[src/gpio_consts.vh]
// register offsets, field positions and reset values for the six-pin port
// included by the port top and its pin-sync leaf
`ifndef GPIO_CONSTS_VH
`define GPIO_CONSTS_VH
`define OFS_PIN_LEVEL 4'h0
`define OFS_DIRECTION 4'h4
`define OFS_OUTPUT_LATCH 4'h8
`define OFS_ANALOG_SELECT 4'hc
`define OFS_STEERING 5'h10
`define OFS_PERIPH_ENABLE 5'h14
`define NUM_PINS 6
`define INPUT_ONLY_PIN 3
`define DIRECTION_RESET 6'h3f
`define ANALOG_RESET 6'h37
`define LATCH_RESET 6'h00
`define STEERING_RESET 8'h00
`define STEERING_MASK 8'h70
`define BIT_SERIAL_OUT_SEL 6
`define BIT_SLAVE_SEL_SEL 5
`define BIT_SERIAL_IN_SEL 4
`define RESP_OKAY 2'b00
`define RESP_SLVERR 2'b10
`endif

[src/pin_sync.v]
// two-stage synchroniser for the raw pin levels
// assumes pins are asynchronous to aclk; first stage feeds only the second
`timescale 1ns/100ps
`include "gpio_consts.vh"
module pin_sync #(
   parameter WIDTH = `NUM_PINS
) (
   input wire aclk,
   input wire aresetn,
   input wire ce,
   input wire [WIDTH-1:0] async_in,
   output reg [WIDTH-1:0] sync_out
);
   reg [WIDTH-1:0] stage1_reg;
   always @(posedge aclk) begin
      if (!aresetn) begin
         stage1_reg <= {WIDTH{1'b0}};
         sync_out <= {WIDTH{1'b0}};
      end else if (ce) begin
         stage1_reg <= async_in;
         sync_out <= stage1_reg;
      end
   end
endmodule // pin_sync

[src/gpio_port.v]
// six-pin general-purpose port with alternate pin steering, AXI4-Lite slave
// assumes pads resolve out/oe_n externally and the serial unit runs on aclk
//
// Notes on behaviour
// - latch write equals pin-level register write
// - latch reads latches; pin-level reads pins
// - analog select disables digital input buffer
// - peripheral owns pin output; pin stays readable
// - serial-out on pin 4 if set, else 0
// - slave-select from pin 0 if set, else 3
// - serial-in/data on pin 3 if set, else 2
// - steering keeps direction bits; overrides follow function
// - serial unit may pull pin 3 low
// - six pins, five bidirectional, each with direction
// - direction 1 input, 0 drives latch
// - pin 3 input-only, direction reads 1
// - pin-level write overwrites latch directly, no read-modify-write
// - direction still controls drivers in analog mode
// - analog pins read digital zero
// - analog select never affects digital output
// - analog bits reset to analog; software clears
// - highest-priority enabled output function owns pin
`timescale 1ns/100ps
`include "gpio_consts.vh"
module gpio_port #(
   parameter N = `NUM_PINS
) (
   input wire aclk,
   input wire aresetn,
   input wire ce,
   input wire [31:0] s_axi_awaddr,
   input wire s_axi_awvalid,
   output wire s_axi_awready,
   input wire [31:0] s_axi_wdata,
   input wire [3:0] s_axi_wstrb,
   input wire s_axi_wvalid,
   output wire s_axi_wready,
   output reg [1:0] s_axi_bresp,
   output reg s_axi_bvalid,
   input wire s_axi_bready,
   input wire [31:0] s_axi_araddr,
   input wire s_axi_arvalid,
   output wire s_axi_arready,
   output reg [31:0] s_axi_rdata,
   output reg [1:0] s_axi_rresp,
   output reg s_axi_rvalid,
   input wire s_axi_rready,
   input wire [N-1:0] pin_in,
   output wire [N-1:0] pin_out,
   output wire [N-1:0] pin_oe_n,
   output wire [N-1:0] digital_in_enable,
   input wire serial_out_data,
   input wire serial_out_enable,
   output wire serial_out_active_pin4,
   output wire slave_select_n,
   input wire serial_data_pull_low,
   output wire serial_data_in,
   input wire serial_clock_data,
   input wire serial_clock_enable
);
   reg [N-1:0] port_output_latch;
   reg [N-1:0] port_direction;
   reg [N-1:0] port_analog_select;
   reg [7:0] alternate_pin_steering;
   reg [1:0] periph_enable_reg;
   reg [31:0] aw_addr_reg;
   reg aw_held_reg;
   reg [31:0] w_data_reg;
   reg [3:0] w_strb_reg;
   reg w_held_reg;
   wire [N-1:0] pin_sync_level;
   wire [N-1:0] port_pin_level;
   wire serial_out_pin_select;
   wire slave_select_pin_select;
   wire serial_in_pin_select;
   wire [N-1:0] periph_drive;
   wire [N-1:0] periph_value;
   wire [N-1:0] periph_owns;
   wire [N-1:0] dir_eff;
   wire do_write;
   wire [N-1:0] wr_bits;
   wire wr_lane0;
   wire [4:0] wr_ofs;
   wire [4:0] rd_ofs;

   pin_sync #(.WIDTH(N)) u_sync (
      .aclk(aclk),
      .aresetn(aresetn),
      .ce(ce),
      .async_in(pin_in),
      .sync_out(pin_sync_level)
   );

   assign serial_out_pin_select = alternate_pin_steering[`BIT_SERIAL_OUT_SEL];
   assign slave_select_pin_select = alternate_pin_steering[`BIT_SLAVE_SEL_SEL];
   assign serial_in_pin_select = alternate_pin_steering[`BIT_SERIAL_IN_SEL];

   // digital input buffer gated off on analog pins, so they read zero
   assign digital_in_enable = ~port_analog_select;
   assign port_pin_level = pin_sync_level & ~port_analog_select;

   // peripheral input routing, taken from synchronised levels
   assign slave_select_n = slave_select_pin_select ? port_pin_level[0] : port_pin_level[3];
   assign serial_data_in = serial_in_pin_select ? port_pin_level[3] : port_pin_level[2];

   // override per pin; only the selected pin gets it, the other is untouched
   // periph_enable_reg[0] = serial-out enable, [1] = two-wire data enable
   wire so_on;
   wire sd_on;
   assign so_on = periph_enable_reg[0] & serial_out_enable;
   assign sd_on = periph_enable_reg[1] & serial_data_pull_low;
   assign serial_out_active_pin4 = serial_out_pin_select;
   assign periph_drive[0] = so_on & ~serial_out_pin_select;
   assign periph_drive[1] = serial_clock_enable;
   assign periph_drive[2] = sd_on & ~serial_in_pin_select;
   assign periph_drive[3] = sd_on & serial_in_pin_select;
   assign periph_drive[4] = so_on & serial_out_pin_select;
   assign periph_drive[5] = 1'b0;
   assign periph_value[0] = serial_out_data;
   assign periph_value[1] = serial_clock_data;
   assign periph_value[2] = 1'b0;
   assign periph_value[3] = 1'b0;
   assign periph_value[4] = serial_out_data;
   assign periph_value[5] = 1'b0;
   assign periph_owns = periph_drive;

   genvar gi;
   generate
      for (gi = 0; gi < N; gi = gi + 1) begin : g_pin
         if (gi == `INPUT_ONLY_PIN) begin : g_in_only
            assign dir_eff[gi] = 1'b1;
         end else begin : g_bidir
            assign dir_eff[gi] = port_direction[gi];
         end
         // enabled peripheral wins over port latch; analog select not involved
         assign pin_out[gi] = periph_owns[gi] ? periph_value[gi] : port_output_latch[gi];
         assign pin_oe_n[gi] = periph_owns[gi] ? 1'b0 : dir_eff[gi];
      end
   endgenerate

   // write channel: address and data taken independently, response after both
   assign s_axi_awready = ~aw_held_reg & ~s_axi_bvalid;
   assign s_axi_wready = ~w_held_reg & ~s_axi_bvalid;
   assign do_write = aw_held_reg & w_held_reg & ~s_axi_bvalid & ce;
   assign wr_ofs = aw_addr_reg[4:0];
   assign wr_lane0 = w_strb_reg[0];
   // no rmw: every latch bit takes written data; pin 3 masked at the write
   assign wr_bits = w_data_reg[N-1:0];

   always @(posedge aclk) begin
      if (!aresetn) begin
         aw_held_reg <= 1'b0;
         w_held_reg <= 1'b0;
         aw_addr_reg <= 32'h00000000;
         w_data_reg <= 32'h00000000;
         w_strb_reg <= 4'h0;
         s_axi_bvalid <= 1'b0;
         s_axi_bresp <= `RESP_OKAY;
         port_output_latch <= `LATCH_RESET;
         port_direction <= `DIRECTION_RESET;
         port_analog_select <= `ANALOG_RESET;
         alternate_pin_steering <= `STEERING_RESET;
         periph_enable_reg <= 2'b00;
      end else if (ce) begin
         if (s_axi_awvalid && s_axi_awready) begin
            aw_addr_reg <= s_axi_awaddr;
            aw_held_reg <= 1'b1;
         end
         if (s_axi_wvalid && s_axi_wready) begin
            w_data_reg <= s_axi_wdata;
            w_strb_reg <= s_axi_wstrb;
            w_held_reg <= 1'b1;
         end
         if (s_axi_bvalid && s_axi_bready) begin
            s_axi_bvalid <= 1'b0;
         end
         if (do_write) begin
            aw_held_reg <= 1'b0;
            w_held_reg <= 1'b0;
            s_axi_bvalid <= 1'b1;
            s_axi_bresp <= `RESP_OKAY;
            if (aw_addr_reg[31:5] != 27'h0000000) begin
               s_axi_bresp <= `RESP_SLVERR;
            end else if (wr_ofs == {1'b0, `OFS_PIN_LEVEL} || wr_ofs == {1'b0, `OFS_OUTPUT_LATCH}) begin
               // both addresses land in the latch; pin 3 bit has no latch
               if (wr_lane0) begin
                  port_output_latch <= wr_bits & 6'h37;
               end
            end else if (wr_ofs == {1'b0, `OFS_DIRECTION}) begin
               if (wr_lane0) begin
                  port_direction <= wr_bits | 6'h08;
               end
            end else if (wr_ofs == {1'b0, `OFS_ANALOG_SELECT}) begin
               if (wr_lane0) begin
                  port_analog_select <= wr_bits & 6'h37;
               end
            end else if (wr_ofs == `OFS_STEERING) begin
               if (wr_lane0) begin
                  alternate_pin_steering <= w_data_reg[7:0] & `STEERING_MASK;
               end
            end else if (wr_ofs == `OFS_PERIPH_ENABLE) begin
               if (wr_lane0) begin
                  periph_enable_reg <= w_data_reg[1:0];
               end
            end else begin
               s_axi_bresp <= `RESP_SLVERR;
            end
         end
      end
   end

   // read channel: one read at a time, answer one cycle after address taken
   assign s_axi_arready = ~s_axi_rvalid;
   assign rd_ofs = s_axi_araddr[4:0];

   always @(posedge aclk) begin
      if (!aresetn) begin
         s_axi_rvalid <= 1'b0;
         s_axi_rdata <= 32'h00000000;
         s_axi_rresp <= `RESP_OKAY;
      end else if (ce) begin
         if (s_axi_rvalid && s_axi_rready) begin
            s_axi_rvalid <= 1'b0;
         end else if (s_axi_arvalid && s_axi_arready) begin
            s_axi_rvalid <= 1'b1;
            s_axi_rresp <= `RESP_OKAY;
            s_axi_rdata <= 32'h00000000;
            if (s_axi_araddr[31:5] != 27'h0000000) begin
               s_axi_rresp <= `RESP_SLVERR;
            end else if (rd_ofs == {1'b0, `OFS_PIN_LEVEL}) begin
               // pin level stays readable even under peripheral control
               s_axi_rdata <= {26'h0000000, port_pin_level};
            end else if (rd_ofs == {1'b0, `OFS_OUTPUT_LATCH}) begin
               s_axi_rdata <= {26'h0000000, port_output_latch};
            end else if (rd_ofs == {1'b0, `OFS_DIRECTION}) begin
               s_axi_rdata <= {26'h0000000, dir_eff};
            end else if (rd_ofs == {1'b0, `OFS_ANALOG_SELECT}) begin
               s_axi_rdata <= {26'h0000000, port_analog_select};
            end else if (rd_ofs == `OFS_STEERING) begin
               s_axi_rdata <= {24'h000000, alternate_pin_steering};
            end else if (rd_ofs == `OFS_PERIPH_ENABLE) begin
               s_axi_rdata <= {30'h00000000, periph_enable_reg};
            end else begin
               s_axi_rresp <= `RESP_SLVERR;
            end
         end
      end
   end
endmodule // gpio_port

[config.mk]
export PLATFORM = sky130hd
export DESIGN_NAME = gpio_port
export DESIGN_NICKNAME = d
export VERILOG_FILES = /design/src/pin_sync.v /design/src/gpio_port.v
export VERILOG_INCLUDE_DIRS = /design/src
export SDC_FILE = /design/constraint.sdc
export NUM_CORES = 1
export LEC_CHECK = 0
export ABC_AREA = 1
export BUFFER_PORTS_ARGS = -buffer_cell sky130_fd_sc_hd__buf_2
export CAP_MARGIN = 10
export CORE_AREA = 2 2 94 96
export CTS_BUF_LIST = sky130_fd_sc_hd__clkbuf_8
export DETAILED_ROUTE_END_ITERATION = 8
export DIE_AREA = 0 0 96 98
export PLACE_DENSITY = 0.78
export SLEW_MARGIN = 20
export SYNTH_ARGS = -nofsm -noshare
export SYNTH_HDL_FRONTEND = slang
export SYNTH_SLANG_ARGS = --single-unit
[constraint.sdc]
create_clock -name aclk -period 1.65 [get_ports aclk]
set_input_delay 0.495 -clock aclk [delete_from_list [all_inputs] [get_ports aclk]]
set_output_delay 0.495 -clock aclk [all_outputs]
set_load 0.05 [all_outputs]
==> results of run 1 <==
synthesized netlist by cell type, drive strengths merged:
cell	count	area (µm²)
a31oi	1	6.260
nor4	1	6.260
clkinv	1	3.750
a21oi	25	125.1
nand2	85	319.1
buf	42	292.8
dfxtp	84	1682
a41oi	1	8.760
nor3	9	55.05
clkbuf	10	37.54
nor2	162	620.6
o211ai	3	22.52
nand4	21	131.4
inv	50	187.7
nand3	24	142.6
o21ai	64	320.3
conb	2	7.510
or2	2	12.51
stage by stage:
step	worst slack (ns)	cell area, µm²	instances	TNS [ns]
floorplan	-0.08058	4125	614	-0.1612
global placement	-0.05917	4761	818	-0.1145
detailed placement	-0.08350	4761	818	-0.3875
CTS	-0.1111	5141	848	-0.2629
global route	-0.1307	5223	851	-0.4697
finish	-0.08908	5223	851	-0.2134
path summary, 6_finish.rpt:
check,startpoint,end,cells after the start
hold / removal,pin_in[4],u_sync.stage1_reg[4]$_SDFFE_PN0P_,3
setup reg to reg,u_sync.sync_out[2]$_SDFFE_PN0P_,s_axi_rdata[2]$_SDFFE_PN0P_,12
hold reg to reg,u_sync.sync_out[5]$_SDFFE_PN0P_,u_sync.sync_out[5]$_SDFFE_PN0P_,2
setup / recovery,periph_enable_reg[0]$_SDFFE_PN0P_,pin_out[0],5
power breakdown:
part / total (µW) / internal (µW) / switching [µW]
Sequential: 2180 / 2120 / 59.3
Clock: 1280 / 538 / 743
Combinational: 723 / 238 / 485
Total: 4180 / 2890 / 1290
cells by family after synthesis:
group                  share of synthesized area [%]
AO/OA/AOI/OAI                                  12.13
buffers and inverters                          13.10
flip-flops                                     42.24
other                                         0.1886
AND/OR/NAND/NOR                                32.34
layout make-up:
| type | instances | area, µm² | share of cell area [%] |
|---|---|---|---|
| inverter | 51 | 195.2 | 3.737 |
| tap | 108 | 135.1 | 2.587 |
| clock buffer | 9 | 123.9 | 2.372 |
| multi-input combinational | 427 | 1998 | 38.26 |
| sequential | 84 | 1704 | 32.63 |
| timing repair buffer | 165 | 1021 | 19.55 |
| clock inverter | 7 | 45.04 | 0.8625 |
timing repair:
item	4_1_cts	5_1_grt
resized for setup	37	20
endpoints found under the setup margin	9	25
pin swaps	7	5
hold endpoints to repair	0	0
setup buffers	14	3
hold buffers	0	0
critical path, stage by stage (launching register included):
cell	delay (ns)
dfxtp_4	0.38
nand2_4	0.07
nor2_4	0.04
buf_6	0.12
o21ai_2	0.12
buf_6	0.17
layout by cell type, fill, tap and decap left out, drive strengths merged:
master and count:
nor2 162, buf 160, nand2 85, dfxtp 84, o21ai 64, inv 50
conb 29, a21oi 25, nand3 24, nand4 21, clkbuf 14, nor3 9
clkinvlp 4, clkinv 4, o211ai 3, or2 2, a41oi 1, nor4 1
a31oi 1
routing by layer:
| metal | up-vias | GRT usage, % | part of all wire [%] |
|---|---|---|---|
| met5 | - | 0 | 0 |
| met4 | 0 | 7.473 | 1.5 |
| met3 | 13 | 3.472 | 5.7 |
| met2 | 126 | 36.65 | 49 |
| met1 | 1793 | 26.64 | 44 |
| li1 | 2123 | - | - |
==> impl_summary.txt, run 1 <==
----------------------------------------------------
[Timing]
  Fmax achieved ... 0.5750 GHz
  Final hold vios ... 0
  Max-slew violation count ... 0
  Setup violators final ... 4
  RSZ-0062 raised after global routing ... yes
  Worst Slack Setup Final ... -0.08908 ns
  Max transition margin ... 62.30%
  Tightest hold margin ... 0.3623 ns
  Pin slew with the least headroom to its limit ... 0.5604 ns
  Post-layout minimum cycle time ... 1.739 ns
  Setup skew after layout ... 0.01204 ns
  Final worst-path cycle share ... 105.4%

[Critical path]
  Startpoint type of the worst setup path ... flop
  CP Capture Type ... output pin
  Crit Path Category ... flop to output pin
  Top fanout value on the critical path ... 3
  R2R setup slack ... 0.09 ns
  Required time of the critical path ... 1.15 ns
  Crit path DAT ... 1.24 ns

[Power and ir drop]
  Areal power density over the cells ... 800.5 nW/µm²
  Maximum vdd ir drop ... 454.6 µV
  Lkg Pwr ... 0.002588 µW
  Post-layout total power ... 4181 µW

[Clocking]
  Clock latency of the later-clocked register in the worst-skew pair ... 0.35 ns
  CTS tree ... built
  Clock Sinks ... 84
  Total clock buffers created by CTS ... 9
  Clock transition at the registers of the reported paths ... 0.09 ns
  Cell at the root of the clock tree ... clkbuf_8
  CTS H-tree depth ... 3
  Maximum root-to-sink buffer count ... 2

[Finish]
  Total of fill cells in the finished design ... 777
  Antenna fix cells ... 0
  Layout cell share with drive strength beyond 1 ... 30.28%
  Post-layout net count ... 857
  Area delta synth->final ... 31.18%
  Number of flip-flops in the largest register ... 32
  Util after Layout ... 61.69%

[Global route]
  Gr ovfl total ... 0
  Global-route wire length before repair ... 15.97 mm
  Maximum number of pins on one net before global-route repair ... 60
  Total GRT Usage ... 21.33%
  Initial antenna violation count ... 0
  Vias in the first global route ... 3,658

[Synthesis]
  Number of distinct library cell variants in the gate-level netlist after synthesis ... 27
  Number of flip-flops and latches in the synthesized netlist ... 84
  Portion of the post-synthesis area used by sequential elements ... 42.24%
  Post-synthesis area per instance ... 6.782 µm²
  Gate count of the mapped netlist ... 587
  Total of warnings raised by yosys ... 0
  Post-synthesis instance area ... 3981 µm²

[Die]
  Vert. Die Dim ... 98 µm
  Number of ports placed on the die boundary ... 181
  Initial Utilization ... 47.03%
  Die Width ... 96 µm
  Full die area ... 9408 µm²
  Cell row count ... 34
  Total core area ... 8466 µm²

[Hold path]
  Worst min-delay path class ... input pin to flop

[Run status]
  Failing checks ... negative setup slack
  Run status ... finished with violations

[Route]
  Average wire length per cell after detail routing ... 11.96 µm
  Drt total wl ... 10.18 mm
  Vias ... 4,055
  Per-cell via count in the routed design ... 4.765
  Detailed router's first-iteration violation count ... 158
  DRT antenna net count ... 0
  Drc violations ... 0
  Count of TritonRoute iterations in the first routing pass ... 4

[Flow run]
  Max cap viols ... 0

[Placed design]
  Gp weighted congestion ... 0.9060
  Number of buffer cells added on primary ports ... 122
  HPWL Detailed ... 7.572 mm

----------------------------------------------------
Note: power is estimated with default switching activity, not from simulation.
==> run 2: changes to the inputs <==
--- a/config.mk
+++ b/config.mk
@@ -10,7 +10,7 @@
 export BUFFER_PORTS_ARGS = -buffer_cell sky130_fd_sc_hd__buf_2
 export CAP_MARGIN = 10
 export CORE_AREA = 2 2 94 96
-export CTS_BUF_LIST = sky130_fd_sc_hd__clkbuf_8
+export CTS_BUF_LIST = sky130_fd_sc_hd__clkbuf_2 sky130_fd_sc_hd__clkbuf_4 sky130_fd_sc_hd__clkbuf_8
 export DETAILED_ROUTE_END_ITERATION = 8
 export DIE_AREA = 0 0 96 98
 export PLACE_DENSITY = 0.78
==> impl_summary.txt, run 2 (synthesis results as in run 1) <==
----------------------------------------------------
[Critical path]
  Cell repeated most along the worst path ... buf_6 (unchanged)
  Required time of the critical path ... 1.15 ns (about the same)
  Top fanout value on the critical path ... 3 (unchanged)
  Crit-path max cell delay ... 0.38 ns (about the same)
  Worst reg2reg endpoint ... s_axi_rdata[2]$_SDFFE_PN0P_ (unchanged)
  List of cells traversed by the critical path ... nand2_4, nor2_4, buf_6, o21ai_2, buf_6 (unchanged)
  Startpoint type of the worst setup path ... flop (unchanged)
  Crit path DAT ... 1.24 ns (about the same)
  Crit Path Category ... flop to output pin (unchanged)
  CP Capture Type ... output pin (unchanged)
  Crit path launch ... periph_enable_reg[0]$_SDFFE_PN0P_ (unchanged)
  Reg-to-reg startpoint ... u_sync.sync_out[2]$_SDFFE_PN0P_ (unchanged)
  Worst Setup EP ... pin_out[0] (unchanged)
  Delay-heaviest family, CP ... flip-flops (unchanged)
  Crit path buf inv count ... 2 (unchanged)
  Max stage delay cell, worst path ... dfxtp_4 (unchanged)
  Depth of the worst register-to-register path ... 12 (unchanged)
  R2R setup slack ... 0.09 ns (about the same)
  Number of gates on the worst path with buffers counted ... 5 (unchanged)

[Finish]
  Most frequent cells in the layout ... nor2_1, buf_2, nand2_1 (unchanged)
  Area occupied by multi-input gates ... 1998 µm² (unchanged)
  Area delta synth->final ... 31.27% (was 31.18%)
  Number of flip-flops in the largest register ... 32 (unchanged)
  Leading cell type in the layout, fill and taps excluded ... nor2_1 (unchanged)
  Antenna fix cells ... 0 (unchanged)
  Total of fill cells in the finished design ... 775 (was 777)
  Post-layout net count ... 857 (unchanged)
  Flip-flop and latch area ... 1704 µm² (unchanged)
  Layout cell share with drive strength beyond 1 ... 30.42% (was 30.28%)

[Timing]
  Max-slew violation count ... 0 (unchanged)
  Final worst-path cycle share ... 104.9% (was 105.4%)
  Fmax achieved ... 0.5777 GHz (was 0.5750 GHz)
  RSZ-0062 raised after global routing ... yes (unchanged)
  Setup skew after layout ... 0.01644 ns (was 0.01204 ns)
  Setup violators final ... 5 (was 4)
  Worst Slack Setup Final ... -0.08093 ns (was -0.08908 ns)
  Max transition margin ... 62.77% (was 62.30%)
  Tightest hold margin ... 0.3659 ns (was 0.3623 ns)
  Pin slew with the least headroom to its limit ... 0.5534 ns (was 0.5604 ns)
  Post-layout minimum cycle time ... 1.731 ns (was 1.739 ns)
  Final hold vios ... 0 (unchanged)

[Die]
  Total core area ... 8466 µm² (unchanged)
  Initial Utilization ... 47.03% (unchanged)
  Vert. Die Dim ... 98 µm (unchanged)
  Number of ports placed on the die boundary ... 181 (unchanged)
  Cell row count ... 34 (unchanged)
  Die Width ... 96 µm (unchanged)
  Full die area ... 9408 µm² (unchanged)

[Clocking]
  CTS tree ... built (unchanged)
  Clock Sinks ... 84 (unchanged)
  Clock transition at the registers of the reported paths ... 0.09 ns (about the same)
  Cell at the root of the clock tree ... clkbuf_8 (unchanged)
  Maximum root-to-sink buffer count ... 2 (unchanged)
  Clock latency of the later-clocked register in the worst-skew pair ... 0.35 ns (about the same)
  CTS H-tree depth ... 3 (unchanged)
  Total clock buffers created by CTS ... 9 (unchanged)

[Global route]
  Gr ovfl total ... 0 (unchanged)
  Initial antenna violation count ... 0 (unchanged)
  Total GRT Usage ... 21.30% (was 21.33%)
  Vias in the first global route ... 3,657 (was 3,658)
  Global-route wire length before repair ... 15.99 mm (was 15.97 mm)
  Maximum number of pins on one net before global-route repair ... 60 (unchanged)

[Route]
  Per-cell via count in the routed design ... 4.814 (was 4.765)
  Average wire length per cell after detail routing ... 12.04 µm (was 11.96 µm)
  Vias ... 4,097 (was 4,055)
  Drt total wl ... 10.25 mm (was 10.18 mm)
  DRT antenna net count ... 0 (unchanged)
  Detailed router's first-iteration violation count ... 137 (was 158)
  Count of TritonRoute iterations in the first routing pass ... 6 (was 4)
  Drc violations ... 0 (unchanged)

[Run status]
  Run status ... finished with violations (unchanged)
  Failing checks ... negative setup slack (unchanged)

[Power and ir drop]
  Lkg Pwr ... 0.002588 µW (about the same)
  Maximum vdd ir drop ... 451.6 µV (was 454.6 µV)
  Areal power density over the cells ... 804.3 nW/µm² (was 800.5 nW/µm²)

[Placed design]
  Number of buffer cells added on primary ports ... 122 (unchanged)
  Gp weighted congestion ... 0.9060 (unchanged)
  Dpl ws ... -0.08350 ns (unchanged)
  HPWL Detailed ... 7.572 mm (unchanged)

[Flow run]
  Max cap viols ... 0 (unchanged)

[Hold path]
  Worst min-delay path class ... input pin to flop (unchanged)

----------------------------------------------------
[run 2: worst register-to-register path, stage by stage (launching register included)]
cell	delay, ns
dfxtp_2	0.33
inv_2	0.07
nor2_4	0.04
buf_4	0.12
buf_4	0.12
buf_4	0.12
buf_4	0.12
buf_4	0.12
buf_4	0.12
nor2_1	0.10
nor3_1	0.06
nand2_1	0.07
a21oi_1	0.06
[run 2: where the power goes]
| group | leakage (µW) | switching [µW] | internal (µW) |
|---|---|---|---|
| logic | 0.00181 | 486 | 238 |
| clock network | 0.0000817 | 741 | 561 |
| registers | 0.000691 | 59.8 | 2120 |
[run 2: per-layer routing]
metal,vias to the layer above,track usage [%],share of wire [%]
met5,-,0,0
li1,2124,-,-
met3,14,3.472,5.9
met4,0,6.813,1.6
met1,1835,26.59,44
met2,124,36.91,49
[run 2: repair_timing]
item / in CTS / in global routing
pin swaps: 7 / 5
buffers inserted: 14 / 3
cloned: 0 / 0
endpoints found under the setup margin: 9 / 26
resized for setup: 36 / 21
endpoints found under the hold margin: 0 / 0
hold buffers: 0 / 0
[run 2: how the worst min path moves through the flow]
stage                                         to  slack (ns)                       startpoint  cells after the start
6_report       u_sync.stage1_reg[5]$_SDFFE_PN0P_        0.37                        pin_in[5]                      3
5_1_grt        u_sync.stage1_reg[5]$_SDFFE_PN0P_        0.37                        pin_in[5]                      3
4_1_cts        u_sync.stage1_reg[4]$_SDFFE_PN0P_        0.36                        pin_in[4]                      3
3_5_place_dp     u_sync.sync_out[0]$_SDFFE_PN0P_        0.45  u_sync.sync_out[0]$_SDFFE_PN0P_                      2
3_3_place_gp     u_sync.sync_out[2]$_SDFFE_PN0P_        0.44  u_sync.sync_out[2]$_SDFFE_PN0P_                      2
2_1_floorplan     port_direction[0]$_SDFFE_PN1P_        0.43   port_direction[0]$_SDFFE_PN1P_                      2
[run 2: stage by stage]
| step | utilization (%) | total power, µW | cell area (µm²) | TNS (ns) | instances |
|---|---|---|---|---|---|
| after CTS | 60.74 | 4211 | 5142 | -0.2449 | 848 |
| after floorplan | - | 2757 | 4125 | -0.1612 | 614 |
| after global placement | 56.24 | 2911 | 4761 | -0.1145 | 818 |
| final | 61.74 | 4203 | 5226 | -0.2144 | 851 |
| after global routing | 61.74 | 4389 | 5226 | -0.4731 | 851 |
| after detailed placement | 56.24 | 2932 | 4761 | -0.3875 | 818 |
[run 2: cell type report]
type | instances | share of cell area (%)
Clock inverter | 6 | 0.7900
Clock buffer | 10 | 2.514
Tap cell | 108 | 2.586
Multi-Input combinational cell | 427 | 38.23
Inverter | 51 | 3.735
Timing Repair Buffer | 165 | 19.54
Sequential cell | 84 | 32.61
